## config.mk

```make
export PLATFORM = sky130hd
export DESIGN_NAME = temp_monitor_core
export DESIGN_NICKNAME = d
export VERILOG_FILES = /design/src/verilog/temp_mon_pkg.sv /design/src/verilog/conv_rate_tick.sv /design/src/verilog/sample_averager.sv /design/src/verilog/temp_monitor_core.sv
export SDC_FILE = /design/constraint.sdc
export NUM_CORES = 1
export LEC_CHECK = 0
export BUFFER_PORTS_ARGS = -buffer_cell sky130_fd_sc_hd__buf_2
export CAP_MARGIN = 30
export CORE_UTILIZATION = 58
export CTS_CLUSTER_SIZE = 14
export DETAILED_ROUTE_END_ITERATION = 6
export PLACE_DENSITY = 0.83
export SLEW_MARGIN = 10
export SYNTH_ARGS = -nofsm -noshare
export SYNTH_HDL_FRONTEND = slang
export SYNTH_SLANG_ARGS = --single-unit
export TNS_END_PERCENT = 5
```

## constraint.sdc

```tcl
create_clock -name sys_clk_in -period 3.28 [get_ports sys_clk_in]
set_input_delay 0.984 -clock sys_clk_in [delete_from_list [all_inputs] [get_ports sys_clk_in]]
set_output_delay 0.984 -clock sys_clk_in [all_outputs]
set_load 0.005 [all_outputs]
```

## src/verilog/temp_mon_pkg.sv

```systemverilog
// constants shared by the two-channel temperature monitor core
// assumes one 200 MHz clock and a synchronous active-high reset
// Behaviour
// - converter runs continuously, each conversion started without external trigger
// - channel selection alternates between on-chip and remote sensor
// - each result goes into its channel's value register, 8-bit twos complement
// - each value compared with its channel's high and low limit
// - out-of-limit comparison sets status flag; any set flag pulls alert low while the alert mask is clear
// - all registers readable by host; limits and control writable
// - control selects normal or standby, alert mask, and conversion rate
// - value registers hold minus 128 after reset until a measurement lands
// - powering up converting measures both channels before the first comparison
// - powering up in standby compares reset values, tripping both low flags
// - each reported result is the average of 16 raw measurement cycles
// - excitation switches between base current and multiple during each measurement
// - status read clears flags except those whose condition still holds
package temp_mon_pkg;
  localparam int          TEMP_W          = 8;
  localparam int          AVG_SAMPLES     = 16;
  localparam int          AVG_SHIFT       = 4;
  localparam int          SUM_W           = TEMP_W + AVG_SHIFT;
  localparam logic [7:0]  VALUE_RST       = 8'h80;
  localparam int          RATE_W          = 3;
  localparam logic [2:0]  RATE_RST        = 3'h2;
  localparam int          BOOT_SETTLE     = 3;
  // status bit positions
  localparam int          ST_BUSY         = 7;
  localparam int          ST_LHIGH        = 6;
  localparam int          ST_LOCAL_LOW_TRIP_FLAG         = 5;
  localparam int          ST_RHIGH        = 4;
  localparam int          ST_REMOTE_LOW_TRIP_FLAG         = 3;
  localparam int          ST_OPEN         = 2;
  // base conversion period in ms, halved per rate step
  localparam int          CONV_BASE_MS    = 16000;
  localparam longint      CLK_HZ          = 200_000_000;
  localparam longint      CONV_BASE_CYC   = (CLK_HZ * CONV_BASE_MS) / 1000;

  typedef enum logic [1:0] {
    ST_IDLE  = 2'b00,
    ST_EXLO  = 2'b01,
    ST_EXHI  = 2'b11,
    ST_STORE = 2'b10
  } conv_state_t;
endpackage : temp_mon_pkg

```

## src/verilog/conv_rate_tick.sv

```systemverilog
// conversion rate divider: one-cycle tick per conversion period
// assumes rate code from host logic on the same clock
`timescale 1ns/1ps
`default_nettype none
module conv_rate_tick #(
  parameter longint BASE_CYCLES = temp_mon_pkg::CONV_BASE_CYC
) (
  input  wire logic                           sys_clk_in,
  input  wire logic                           rst_in,
  input  wire logic                           run_in,
  input  wire logic [temp_mon_pkg::RATE_W-1:0] rate_in,
  output logic                                tick_out
);
  import temp_mon_pkg::*;

  logic [39:0] cnt_ff;
  logic [39:0] period;

  // faster rates shorten the period; a rate change takes effect at the next wrap
  assign period = 40'(BASE_CYCLES >> rate_in);

  always_ff @(posedge sys_clk_in) begin
    if (rst_in || !run_in) begin
      cnt_ff   <= 40'h00_0000_0000;
      tick_out <= 1'b0;
    end else if (cnt_ff == 40'h00_0000_0000) begin
      cnt_ff   <= (period > 40'h00_0000_0001) ? period - 40'h00_0000_0001 : 40'h00_0000_0000;
      tick_out <= 1'b1;
    end else begin
      cnt_ff   <= cnt_ff - 40'h00_0000_0001;
      tick_out <= 1'b0;
    end
  end
endmodule : conv_rate_tick
`default_nettype wire

```

## src/verilog/sample_averager.sv

```systemverilog
// accumulates raw twos complement samples and yields their mean
// assumes clear and add come from the conversion sequencer
`timescale 1ns/1ps
`default_nettype none
module sample_averager (
  input  wire logic                              sys_clk_in,
  input  wire logic                              rst_in,
  input  wire logic                              clear_in,
  input  wire logic                              add_in,
  input  wire logic [temp_mon_pkg::TEMP_W-1:0]   sample_in,
  output logic      [temp_mon_pkg::TEMP_W-1:0]   mean_out
);
  import temp_mon_pkg::*;

  logic signed [SUM_W-1:0] sum_ff;
  logic signed [SUM_W-1:0] nxt_sum;

  // sign extend so negative codes average correctly
  assign nxt_sum = sum_ff + SUM_W'($signed(sample_in));

  always_ff @(posedge sys_clk_in) begin
    if (rst_in || clear_in) begin
      sum_ff <= '0;
    end else if (add_in) begin
      sum_ff <= nxt_sum;
    end
  end

  // truncating divide by 16; floor toward minus infinity
  assign mean_out = sum_ff[SUM_W-1:AVG_SHIFT];
endmodule : sample_averager
`default_nettype wire

```

## src/verilog/temp_monitor_core.sv

```systemverilog
// conversion sequencer, value and status registers, limit compare and alert
// assumes an analog front end handshaking on adc_start_out/adc_done_in on this clock,
// and host-side register logic presenting limits and control as plain levels
`timescale 1ns/1ps
`default_nettype none
module temp_monitor_core #(
  parameter longint CONV_BASE_CYCLES = temp_mon_pkg::CONV_BASE_CYC
) (
  input  wire logic                                sys_clk_in,
  input  wire logic                                rst_in,
  input  wire logic                                standby_select_n_in,
  input  wire logic                                sensor_open_in,
  input  wire logic [temp_mon_pkg::TEMP_W-1:0]     local_high_limit_in,
  input  wire logic [temp_mon_pkg::TEMP_W-1:0]     local_low_limit_in,
  input  wire logic [temp_mon_pkg::TEMP_W-1:0]     remote_high_limit_in,
  input  wire logic [temp_mon_pkg::TEMP_W-1:0]     remote_low_limit_in,
  input  wire logic                                sw_standby_in,
  input  wire logic                                alert_mask_in,
  input  wire logic [temp_mon_pkg::RATE_W-1:0]     conv_rate_in,
  input  wire logic                                status_read_in,
  input  wire logic                                adc_done_in,
  input  wire logic [temp_mon_pkg::TEMP_W-1:0]     adc_data_in,
  output logic                                     adc_start_out,
  output logic                                     excite_high_out,
  output logic                                     channel_remote_out,
  output logic      [temp_mon_pkg::TEMP_W-1:0]     local_value_out,
  output logic      [temp_mon_pkg::TEMP_W-1:0]     remote_value_out,
  output logic      [7:0]                          status_out,
  output logic                                     alert_n_out
);
  import temp_mon_pkg::*;

  // signed compare helpers used for both the update compare and the live one
  function automatic logic above(input logic [7:0] v, input logic [7:0] lim);
    above = $signed(v) > $signed(lim);
  endfunction : above

  function automatic logic below(input logic [7:0] v, input logic [7:0] lim);
    below = $signed(v) < $signed(lim);
  endfunction : below

  // true while a front end phase is outstanding
  function automatic logic in_phase(input conv_state_t s);
    in_phase = (s == ST_EXLO) || (s == ST_EXHI);
  endfunction : in_phase

  // pin synchronisers
  logic        standby_select_n_meta_ff;
  logic        standby_select_n_sync_ff;
  logic        open_meta_ff;
  logic        open_sync_ff;

  always_ff @(posedge sys_clk_in) begin
    if (rst_in) begin
      standby_select_n_meta_ff <= 1'b1;
      standby_select_n_sync_ff <= 1'b1;
      open_meta_ff <= 1'b0;
      open_sync_ff <= 1'b0;
    end else begin
      standby_select_n_meta_ff <= standby_select_n_in;
      standby_select_n_sync_ff <= standby_select_n_meta_ff;
      open_meta_ff <= sensor_open_in;
      open_sync_ff <= open_meta_ff;
    end
  end

  // power-up decision waits for the synchroniser to carry the real pin level
  logic [1:0]  boot_cnt_ff;
  logic        boot_done_ff;
  logic        boot_cmp;
  logic        running;

  assign running  = boot_done_ff && standby_select_n_sync_ff && !sw_standby_in;
  assign boot_cmp = !boot_done_ff && (boot_cnt_ff == 2'(BOOT_SETTLE - 1));

  always_ff @(posedge sys_clk_in) begin
    if (rst_in) begin
      boot_cnt_ff  <= 2'h0;
      boot_done_ff <= 1'b0;
    end else if (boot_cmp) begin
      boot_done_ff <= 1'b1;
    end else if (!boot_done_ff) begin
      boot_cnt_ff  <= boot_cnt_ff + 2'h1;
    end
  end

  // standby at power-up: no conversion, compare reset values at once
  logic        standby_boot_cmp;
  assign standby_boot_cmp = boot_cmp && (!standby_select_n_sync_ff || sw_standby_in);

  // conversion pacing
  logic        conv_tick;
  logic        conv_pending_ff;

  conv_rate_tick #(
    .BASE_CYCLES (CONV_BASE_CYCLES)
  ) u_rate (
    .sys_clk_in  (sys_clk_in),
    .rst_in      (rst_in),
    .run_in      (running),
    .rate_in     (conv_rate_in),
    .tick_out    (conv_tick)
  );

  // conversion sequencer
  conv_state_t state_ff;
  logic [3:0]  raw_cnt_ff;
  logic        chan_ff;
  logic        avg_clear;
  logic        avg_add;
  logic [7:0]  avg_mean;
  logic        conv_start;
  logic        conv_end;
  logic        last_high;
  logic        local_store;

  assign conv_start = (state_ff == ST_IDLE) && conv_pending_ff && running;
  assign avg_add    = (state_ff == ST_EXHI) && adc_done_in;
  assign avg_clear  = conv_start || (state_ff == ST_STORE);
  assign conv_end   = (state_ff == ST_STORE) && chan_ff;
  // last high phase of a channel issues no start; the local store state does
  assign last_high   = (state_ff == ST_EXHI) && (raw_cnt_ff == 4'(AVG_SAMPLES - 1));
  assign local_store = (state_ff == ST_STORE) && !chan_ff;

  // a tick seen while busy is held so no period is dropped
  always_ff @(posedge sys_clk_in) begin
    if (rst_in) begin
      conv_pending_ff <= 1'b0;
    end else if (conv_tick) begin
      conv_pending_ff <= 1'b1;
    end else if (conv_start) begin
      conv_pending_ff <= 1'b0;
    end
  end

  always_ff @(posedge sys_clk_in) begin
    if (rst_in) begin
      state_ff   <= ST_IDLE;
      raw_cnt_ff <= 4'h0;
      chan_ff    <= 1'b0;
    end else begin
      case (state_ff)
        ST_IDLE: begin
          if (conv_start) begin
            state_ff   <= ST_EXLO;
            raw_cnt_ff <= 4'h0;
            chan_ff    <= 1'b0;
          end
        end
        ST_EXLO: begin
          if (adc_done_in) begin
            state_ff <= ST_EXHI;
          end
        end
        ST_EXHI: begin
          if (adc_done_in) begin
            raw_cnt_ff <= raw_cnt_ff + 4'h1;
            state_ff   <= (raw_cnt_ff == 4'(AVG_SAMPLES - 1)) ? ST_STORE : ST_EXLO;
          end
        end
        ST_STORE: begin
          raw_cnt_ff <= 4'h0;
          if (chan_ff) begin
            state_ff <= ST_IDLE;
          end else begin
            chan_ff  <= 1'b1;
            state_ff <= ST_EXLO;
          end
        end
        default: begin
          state_ff <= ST_IDLE;
        end
      endcase
    end
  end

  sample_averager u_avg (
    .sys_clk_in  (sys_clk_in),
    .rst_in      (rst_in),
    .clear_in    (avg_clear),
    .add_in      (avg_add),
    .sample_in   (adc_data_in),
    .mean_out    (avg_mean)
  );

  // front end drive: one start pulse per excitation phase
  always_ff @(posedge sys_clk_in) begin
    if (rst_in) begin
      adc_start_out      <= 1'b0;
      excite_high_out    <= 1'b0;
      channel_remote_out <= 1'b0;
    end else begin
      adc_start_out      <= conv_start ||
                            (in_phase(state_ff) && adc_done_in && !last_high) ||
                            local_store;
      excite_high_out    <= (state_ff == ST_EXLO) && adc_done_in ||
                            (state_ff == ST_EXHI) && !adc_done_in;
      channel_remote_out <= (state_ff == ST_STORE) ? 1'b1 :
                            (conv_start ? 1'b0 : chan_ff);
    end
  end

  // value registers
  always_ff @(posedge sys_clk_in) begin
    if (rst_in) begin
      local_value_out  <= VALUE_RST;
      remote_value_out <= VALUE_RST;
    end else if (state_ff == ST_STORE) begin
      if (chan_ff) begin
        remote_value_out <= avg_mean;
      end else begin
        local_value_out  <= avg_mean;
      end
    end
  end

  // a channel is compared whenever its value register is rewritten, but the
  // first conversion after a converting power-up waits for both values
  logic        seeded_ff;
  logic        cmp_local_ff;
  logic        cmp_remote_ff;

  always_ff @(posedge sys_clk_in) begin
    if (rst_in) begin
      seeded_ff <= 1'b0;
    end else if (conv_end || standby_boot_cmp) begin
      seeded_ff <= 1'b1;
    end
  end

  always_ff @(posedge sys_clk_in) begin
    if (rst_in) begin
      cmp_local_ff  <= 1'b0;
      cmp_remote_ff <= 1'b0;
    end else begin
      cmp_local_ff  <= (local_store && seeded_ff) || (conv_end && !seeded_ff) ||
                       standby_boot_cmp;
      cmp_remote_ff <= conv_end || standby_boot_cmp;
    end
  end

  logic [3:0]  live_trip;
  assign live_trip = {above(local_value_out, local_high_limit_in),
                      below(local_value_out, local_low_limit_in),
                      above(remote_value_out, remote_high_limit_in),
                      below(remote_value_out, remote_low_limit_in)};

  // flags: sets win over the read clear; a live condition keeps its flag
  logic [3:0]  trip_ff;
  logic        open_flag_ff;
  logic [3:0]  trip_set;

  // each half of the flag word is set only by its own channel's compare
  assign trip_set = {cmp_local_ff ? live_trip[3:2] : 2'h0,
                     cmp_remote_ff ? live_trip[1:0] : 2'h0};

  always_ff @(posedge sys_clk_in) begin
    if (rst_in) begin
      trip_ff <= 4'h0;
    end else if (status_read_in) begin
      trip_ff <= (trip_ff & live_trip) | trip_set;
    end else begin
      trip_ff <= trip_ff | trip_set;
    end
  end

  always_ff @(posedge sys_clk_in) begin
    if (rst_in) begin
      open_flag_ff <= 1'b0;
    end else if (status_read_in) begin
      open_flag_ff <= open_sync_ff;
    end else begin
      open_flag_ff <= open_flag_ff | open_sync_ff;
    end
  end

  logic        busy;
  assign busy = (state_ff != ST_IDLE);

  always_ff @(posedge sys_clk_in) begin
    if (rst_in) begin
      status_out <= 8'h00;
    end else begin
      status_out           <= 8'h00;
      status_out[ST_BUSY]  <= busy;
      status_out[ST_LHIGH] <= trip_ff[3];
      status_out[ST_LOCAL_LOW_TRIP_FLAG]  <= trip_ff[2];
      status_out[ST_RHIGH] <= trip_ff[1];
      status_out[ST_REMOTE_LOW_TRIP_FLAG]  <= trip_ff[0];
      status_out[ST_OPEN]  <= open_flag_ff;
    end
  end

  // mask hides both pending and later alerts
  always_ff @(posedge sys_clk_in) begin
    if (rst_in) begin
      alert_n_out <= 1'b1;
    end else begin
      alert_n_out <= !((|trip_ff || open_flag_ff) && !alert_mask_in);
    end
  end
endmodule : temp_monitor_core
`default_nettype wire

```

---- After elaboration in Yosys (flattened, before gate mapping) ----
Index checks and enable logic that the tools add are counted.
operators by class
  add/sub/neg operators ................... 5
  $lt $le $gt $ge ......................... 5
  shift-type cells ........................ 1
  equal/unequal tests ..................... 8
  muxes and demuxes ....................... 21
  bitwise logic cells ..................... 7
  multiply operators ...................... 0
  divide/modulo/power cells ............... 0
  reductions and logical operators ........ 51
operator list
  cell                   count
  $mux 40                2
  $sub 40x1->40 const B  2
  $gt 40x1->1 const B    1
  $logic_not 40->1       1
  $shr 32x3->40 const A  1
  $logic_and 1x1->1      17
  $gt 8x8->1             2
  $lt 8x8->1             2
  $add 12x8->12          1
  $logic_or 1x1->1       12
  $mux 2                 6
  $mux 4                 3
  $pmux 4 s3             1
  $logic_not 1->1        10
  $or 4x4->4             2
  $pmux 2 s4             1
  $mux 1                 7
  $eq 2x2->1 const B     3
  $ne 2x2->1 const B     3
  $reduce_and 2->1       3
  $reduce_and 3->1       2
  $reduce_bool 2->1      3
  $add 4x1->4 const B    1
  $and 4x4->4            1
  9 further kinds        11
storage, ports and cells
  latch bits .............................. 0
  ROM bits ................................ 0
  memory bits (writable) .................. 0
  memories ................................ 0
  flip-flop bits (word level) ............. 104

---- Longest topological paths before layout ----
Gate-level depths: netlist (run 1).
  depth in word-level cells ............... 6
  mapped depth ............................ 10
  gate-level depth less buffers ........... 10

---- Cells and area by module ----
Synthesis (run 1) repeated with hierarchy kept, for this count alone.
unflattened totals
  cell total of the unflattened synthesis .. 704
  area, all modules ....................... 6134.6 um2
modules (own cells, without submodules)
  module             instances  cells an instance  area each (um2)  sequential area each (um2)
  temp_monitor_core  1          292                2612.5           980.9
  conv_rate_tick     1          291                2494.9           820.8
  sample_averager    1          121                1027.2           240.2

---- Least setup slack after synthesis (run 1) ----
OpenSTA, ideal clock, no wires.
  path type ............................... input to register
  start point ............................. input port conv_rate_in[0] in the netlist's numbering
  end point ............................... register u_rate.cnt_ff[12]
  cell stages on the path ................. 8
  setup slack ............................. 0.510 ns
  arrival time ............................ 2.630 ns
  cell sequence ........................... clkbuf_1 inv_1 nor2_1 inv_1 ha_1 nor2b_1 a2111oi_4 a211oi_2
between the ends
  cells in the longest elaborated chain, start to end .. 4
  elaborated cells on any way between the ends .. 5
  classes of those cells .................. 1 x add/sub; 1 x order compare; 1 x shift; 2 x mux
RTL lines
  element                                       RTL line                 text
  from (decl)                                   temp_monitor_core.sv:19  input wire logic [temp_mon_pkg::RATE_W-1:0] conv_rate_in,
  $shr 32x3->40 (*)                             conv_rate_tick.sv:20     assign period = 40'(BASE_CYCLES >> rate_in);
  $sub 40x1->40 or $gt 40x1->1 (tied branches)  conv_rate_tick.sv:27     cnt_ff <= (period > 40'h00_0000_0001) ? period - 40'h00_0000_0001 : 40'h00_0000_0000;
  $mux 40 (*)                                   conv_rate_tick.sv:27
  $mux 40 (*)                                   conv_rate_tick.sv:26     end else if (cnt_ff == 40'h00_0000_0000) begin
  to (signal assigned)                          conv_rate_tick.sv:27
  to (signal assigned)                          conv_rate_tick.sv:30     cnt_ff <= cnt_ff - 40'h00_0000_0001;
  to (decl)                                     conv_rate_tick.sv:16     logic [39:0] cnt_ff;
Mark *: on every way between the ends. The rest lies on a longest branch, timed or not.
A chain may end at the register's enable or synchronous reset.

---- Worst setup path in the final report (run 1) ----
  start point ............................. register u_rate.cnt_ff[26]
  end point ............................... register u_rate.cnt_ff[21]
between the ends
  cells in the longest elaborated chain, start to end .. 2
RTL lines
  element           RTL line
  $logic_not 40->1  conv_rate_tick.sv:26
  $mux 40           conv_rate_tick.sv:26
Every way passes these cells.

==> results.py, run 1 <==
metrics = {
    "run": {
        "drv_cap": 0,
    },
    "clocking": {
        "cts.path.max_buffers": 2,
        "cts_max_level": 3,
        "cts_buffers": 9,
        "root_buffer": "clkbuf_8",
        "clk_latency_ns": 0.37,
        "cts_resized": 0,
        "path_clk_slew_ns": 0.10,
        "cts_tree": "built",
        "postCtsSetupRepairBufs": 0,
        "ctsHoldBuffers": 0,
        "cts_sinks": 102,
    },
    "global_routing": {
        "grt_pass1_vias": 4742,
        "grt_max_degree": 42,
        "antenna_found_initial": 0,
        "grt_pass1_wl_um": 20900,
        "track_usage_pct": 25.5,
        "gr-total-overflow": 0,
    },
    "setup_path": {
        "worstPathMaxFanout": 21,
        "cp.arrival_ns": 3.23,
        "crit_start": "u_rate.cnt_ff[26]",
        "worstPathRequired_ns": 3.50,
        "path_class": "flip-flop to flip-flop",
        "ff2ff_setup_slack_ns": 0.28,
        "end_kind": "flip-flop",
        "r2r-end": "u_rate.cnt_ff[21]",
        "critPathLaunchType": "flip-flop",
        "r2r_start": "u_rate.cnt_ff[26]",
        "r2r_cells": 7,
    },
    "die": {
        "io_pins": 79,
        "start_util_pct": 60.7,
        "rows": 35,
        "core_area_mm2": 0.00942,
        "fp.dieH_um": 101,
        "fp.dieArea_mm2": 0.0103,
        "die_w_um": 101,
    },
    "detailed_routing": {
        "wire_per_inst_um": 14.4,
        "first_pass_iters": 5,
        "ant_nets": 0,
        "vias": 4914,
        "totalWireLength_um": 12500,
        "drc_errors": 0,
        "first_iter_violations": 245,
        "viasPerCell": 5.63,
    },
    "synth": {
        "ys_ff_latch": 102,
        "yosysSeqAreaShare_pct": 35.7,
        "ys.flop_type": "dfxtp_1",
        "synth_edf_count": 0,
        "ys_async_sr_fraction_pct": 0,
        "yosysWarnings": 0,
        "syn_avg_cell_area_um2": 8.47,
        "ys_types": 61,
        "netlist_instances": 675,
        "synth_area_mm2": 0.00572,
    },
    "timing": {
        "hold_viol": 0,
        "setup-tns-final_ns": 0,
        "worst_slack_ns": 0.277,
        "finalCritPeriodShare_pct": 91.6,
        "fmax_mhz": 333,
        "skew_ns": 0.0161,
        "period_needed_ns": 3.00,
        "slew_headroom_pct": 41.2,
        "worst_slew_pin_slew_ns": 0.882,
        "rsz0062_at_grt": "false",
        "setup_viol_count_final": 0,
        "report.final.slew_viol_count": 0,
    },
    "placement": {
        "dp_hpwl_um": 9160,
        "place_ws_ns": 0.298,
        "gp_routability_congestion": 0.804,
        "io_buffers": 76,
    },
    "worst_hold_path": {
        "min_delay_path_depth": 1,
        "hp-class": "flip-flop to flip-flop",
        "min_from": "standby_select_n_meta_ff",
        "min_to": "standby_select_n_sync_ff",
    },
    "pwr": {
        "cellPowerDensity_mw_per_mm2": 667,
        "vdd_ir_drop_max_mv": 0.611,
        "power.total_mw": 4.25,
        "p_leak_nw": 2.94,
    },
    "run_status": {
        "status": "complete, no violations",
    },
    "layout": {
        "layout_common_cells": "102 x dfxtp_1, 87 x nor2_1, 76 x buf_2",
        "utilization_pct": 67.7,
        "nets": 837,
        "drive_above_1_share_pct": 17.3,
        "syn_to_final_growth_pct": 11.4,
        "diodes": 0,
        "final_common_cell": "dfxtp_1",
    },
}
## synthesized netlist by cell type, types with 3 or more instances
cell	number	area (µm²)
dfxtp_1	102	2040
nor2_1	87	327
a21oi_1	52	260
inv_1	47	176
ha_1	46	576
nand2_1	37	139
xor2_1	25	219
nor3_1	23	115
xnor2_1	23	201
clkbuf_1	21	78.8
nand3_1	20	100
o21ai_0	19	95.1
nor2b_1	17	106
a211oi_2	13	163
a211oi_1	11	82.6
a21o_1	11	82.6
nor4_1	11	68.8
mux2i_1	9	90.1
nand2b_1	8	50.1
nand4_1	8	50.1
or3_1	8	50.1
o21a_1	7	52.6
nand3b_1	6	45.0
a31oi_1	4	25.0
buf_4	4	30.0
buf_6	4	45.0
and2_1	3	18.8
nor3b_1	3	22.5
o22ai_1	3	18.8
or2_2	3	18.8
or4_1	3	22.5
## cells by family (layout without fill, tap and decap cells)
| family | after synthesis | count (layout) | share of synthesized area [%] |
|---|---|---|---|
| and+or+nand+nor | 253 | 253 | 22.5 |
| AOI/OAI and AO/OA | 136 | 136 | 16.4 |
| DFF | 102 | 102 | 35.7 |
| buffers and inverters | 79 | 147 | 6.00 |
| xor gates and xnor gates | 48 | 48 | 7.35 |
| adders and majority gates | 47 | 47 | 10.4 |
| muxes | 9 | 9 | 1.58 |
| other | 1 | 2 | 0.0656 |
## cell type report
class	count	area, µm²
Clock inverter	6	76.3
Multi-Input combinational cell	495	3340
Timing Repair Buffer	84	440
Inverter	47	176
Tap cell	129	161
Fill cell	787	3040
Clock buffer	10	138
Sequential cell	102	2040
## worst max-delay path by stage
stage,endpoint,slack [ns],cells past startpoint
6_report,u_rate.cnt_ff[21],0.28,7
5_1_grt,u_rate.cnt_ff[21],0.09,7
4_1_cts,u_rate.cnt_ff[21],0.28,7
3_5_place_dp,u_avg.sum_ff[10],0.30,11
3_3_place_gp,u_rate.cnt_ff[21],0.39,7
2_1_floorplan,u_rate.cnt_ff[12],0.51,8
## registers in the layout, indices dropped and copies added (netlist names), 2 cells and up
register	flops
u_rate.cnt_ff	40
u_avg.sum_ff	12
local_value_out	8
remote_value_out	8
status_out	6
raw_cnt_ff	4
trip_ff	4
boot_cnt_ff	2
state_ff	2
## critical path, stage by stage (launching register included)
cell and delay, ns:
dfxtp_1 0.36, or4_4 0.55, or3_1 0.35, or3_1 0.48, or2_1 0.59, buf_4 0.33
nor2_1 0.14, a211oi_2 0.05
## layer usage
layer | vias up | GRT usage (%) | part of all wire (%)
li1 | 2466 | - | -
met1 | 2287 | 30.0 | 44
met2 | 144 | 47.5 | 50
met3 | 17 | 4.21 | 4.3
met4 | 0 | 7.69 | 1.5
met5 | - | 0 | 0
## where the power goes
part	total (mW)	switching (mW)	leakage, nW	internal (mW)
clock	0.838	0.451	0.103	0.387
combinational	2.04	1.25	2.01	0.789
sequential	1.37	0.0595	0.825	1.31
## stage by stage
stage / cell area [µm²] / hold slack, ns / instances
after floorplan: 5720 / 0.389 / 676
after global placement: 6160 / 0.398 / 857
after detailed placement: 6160 / 0.402 / 857
after CTS: 6370 / 0.428 / 873
after global routing: 6370 / 0.435 / 873
final: 6370 / 0.425 / 873
(Power assumes the default switching activity.)
==> run 2, diff against run 1 <==
--- a/config.mk
+++ b/config.mk
@@ -7,11 +7,12 @@
 export LEC_CHECK = 0
 export BUFFER_PORTS_ARGS = -buffer_cell sky130_fd_sc_hd__buf_2
 export CAP_MARGIN = 30
-export CORE_UTILIZATION = 58
+export CELL_PAD_IN_SITES_DETAIL_PLACEMENT = 0
+export CELL_PAD_IN_SITES_GLOBAL_PLACEMENT = 1
+export CORE_UTILIZATION = 43
 export CTS_CLUSTER_SIZE = 14
 export DETAILED_ROUTE_END_ITERATION = 6
-export PLACE_DENSITY = 0.83
-export SLEW_MARGIN = 10
+export PLACE_DENSITY = 0.75
 export SYNTH_ARGS = -nofsm -noshare
 export SYNTH_HDL_FRONTEND = slang
 export SYNTH_SLANG_ARGS = --single-unit
==> results.py, run 2 (same netlist as run 1, synthesis figures left out) <==
metrics = {
    "run_status": {
        "status": "complete, no violations",
    },
    "setup_path": {
        "end_kind": "flip-flop",
        "critPathLaunchType": "flip-flop",
        "worstPathMaxFanout": 21,
        "crit_top_cell": "or3_1",
        "crit_chain": "or4_4 > or3_1 > or3_1 > or2_1 > buf_4 > a2111oi_4 > a211oi_2",
        "critical_path.top_delay_family": "simple AND/OR/NAND/NOR gates",
        "cp_slowest_cell": "or4_4",
        "worst-path-buf-inv": 1,
        "path_class": "flip-flop to flip-flop",
        "worstPathRequired_ns": 3.50,
        "cp.arrival_ns": 2.98,
        "critPathMaxStageDelay_ns": 0.56,
    },
    "detailed_routing": {
        "first_pass_iters": 4,
        "wire_per_inst_um": 13.8,
        "ant_nets": 0,
        "first_iter_violations": 190,
        "viasPerCell": 5.21,
        "totalWireLength_um": 12700,
        "drc_errors": 0,
        "vias": 4790,
    },
    "clocking": {
        "ctsHoldBuffers": 0,
        "cts_buffers": 9,
        "cts.path.max_buffers": 2,
        "root_buffer": "clkbuf_16",
        "path_clk_slew_ns": 0.07,
        "cts_max_level": 3,
        "clk_latency_ns": 0.36,
        "cts_resized": 0,
        "cts_tree": "built",
        "cts_sinks": 102,
        "postCtsSetupRepairBufs": 0,
    },
    "timing": {
        "setup-tns-final_ns": 0,
        "finalCritPeriodShare_pct": 84.2,
        "report.final.slew_viol_count": 0,
        "slew_headroom_pct": 41.1,
        "hold_viol": 0,
        "setup_viol_count_final": 0,
        "worst_slack_ns": 0.517,
        "rsz0062_at_grt": "false",
        "fmax_mhz": 362,
        "worst_slew_pin_slew_ns": 0.881,
        "skew_ns": 0.00728,
        "period_needed_ns": 2.76,
    },
    "pwr": {
        "cellPowerDensity_mw_per_mm2": 684,
        "vdd_ir_drop_max_mv": 0.578,
        "p_leak_nw": 2.99,
    },
    "layout": {
        "fillCellCount": 1284,
        "top_regs": "u_rate.cnt_ff (40), u_avg.sum_ff (12)",
        "utilization_pct": 51.1,
        "drive_above_1_share_pct": 17.7,
        "layout_common_cells": "102 x dfxtp_1, 87 x nor2_1, 76 x buf_2",
        "top_register": "u_rate.cnt_ff",
        "final_common_cell": "dfxtp_1",
        "diodes": 0,
        "syn_to_final_growth_pct": 14.1,
        "nets": 840,
        "largest_reg_flops": 40,
    },
    "die": {
        "rows": 41,
        "start_util_pct": 44.8,
        "fp.dieArea_mm2": 0.0138,
        "io_pins": 79,
        "die_w_um": 117,
        "core_area_mm2": 0.0128,
        "fp.dieH_um": 117,
    },
    "global_routing": {
        "met3_usage_pct": 3.06,
        "grt_max_degree": 35,
        "grt.busiest_layer": "met2",
        "antenna_found_initial": 0,
        "use_met2_pct": 33.3,
        "grtUsageMet1_pct": 24.9,
        "gr-total-overflow": 0,
        "track_usage_pct": 19.6,
        "grt_pass1_wl_um": 21900,
        "grt_pass1_vias": 4605,
    },
    "placement": {
        "place_ws_ns": 0.312,
        "dp_hpwl_um": 9540,
        "io_buffers": 76,
        "gp_routability_congestion": 0.865,
    },
    "worst_hold_path": {
        "hp-class": "flip-flop to flip-flop",
    },
    "run": {
        "drv_cap": 0,
    },
}
-- run 2: cell count changes in the layout (fill, tap and decap cells not counted), sizes merged --
cell | previous run | this run
inv | 50 | 51
clkbuf | 10 | 9
buf | 84 | 87
bufinv | 1 | 0
clkinv | 0 | 1
-- run 2: routing by layer --
layer,vias to the layer above,wire (µm)
li1,2482,-
met1,2201,5980
met2,91,6060
met3,16,408
met4,0,208
met5,-,0
-- run 2: path summary, 6_finish.rpt --
path / start / endpoint / slack [ns] / cells after the start
max reg2reg: u_rate.cnt_ff[26] / u_rate.cnt_ff[12] / 0.52 / 7
min: standby_select_n_meta_ff / standby_select_n_sync_ff / 0.43 / 1
max: u_rate.cnt_ff[26] / u_rate.cnt_ff[12] / 0.52 / 7
min reg2reg: standby_select_n_meta_ff / standby_select_n_sync_ff / 0.43 / 1
-- run 2: cell type report --
| cell class | instances | area, µm² | area share, % |
|---|---|---|---|
| inverter | 47 | 176 | 2.70 |
| sequential | 102 | 2040 | 31.3 |
| multi-input combinational | 495 | 3340 | 51.2 |
| clock inverter | 7 | 63.8 | 0.978 |
| tap | 172 | 215 | 3.30 |
| timing repair buffer | 87 | 463 | 7.10 |
| clock buffer | 9 | 225 | 3.45 |
-- run 2: where the power goes --
group | leakage (nW) | internal, mW | switching (mW)
Combinational | 2.02 | 0.815 | 1.23
Clock | 0.136 | 0.532 | 0.520
Sequential | 0.825 | 1.31 | 0.0578
-- run 2: through the flow --
| step | cells | power [mW] | hold WS (ns) | instance area (µm²) |
|---|---|---|---|---|
| 3_3_place_gp | 903 | 3.41 | 0.400 | 6230 |
| 2_1_floorplan | 676 | 3.15 | 0.389 | 5720 |
| 4_1_cts | 919 | 4.52 | 0.434 | 6520 |
| 6_report | 919 | 4.46 | 0.434 | 6520 |
| 5_1_grt | 919 | 4.79 | 0.462 | 6520 |
| 3_5_place_dp | 903 | 3.45 | 0.402 | 6230 |
-- run 2: worst register-to-register path, stage by stage, from the launching register on --
cell	delay (ns)
dfxtp_1	0.35
or4_4	0.56
or3_1	0.33
or3_1	0.48
or2_1	0.29
buf_4	0.23
a2111oi_4	0.31
a211oi_2	0.07
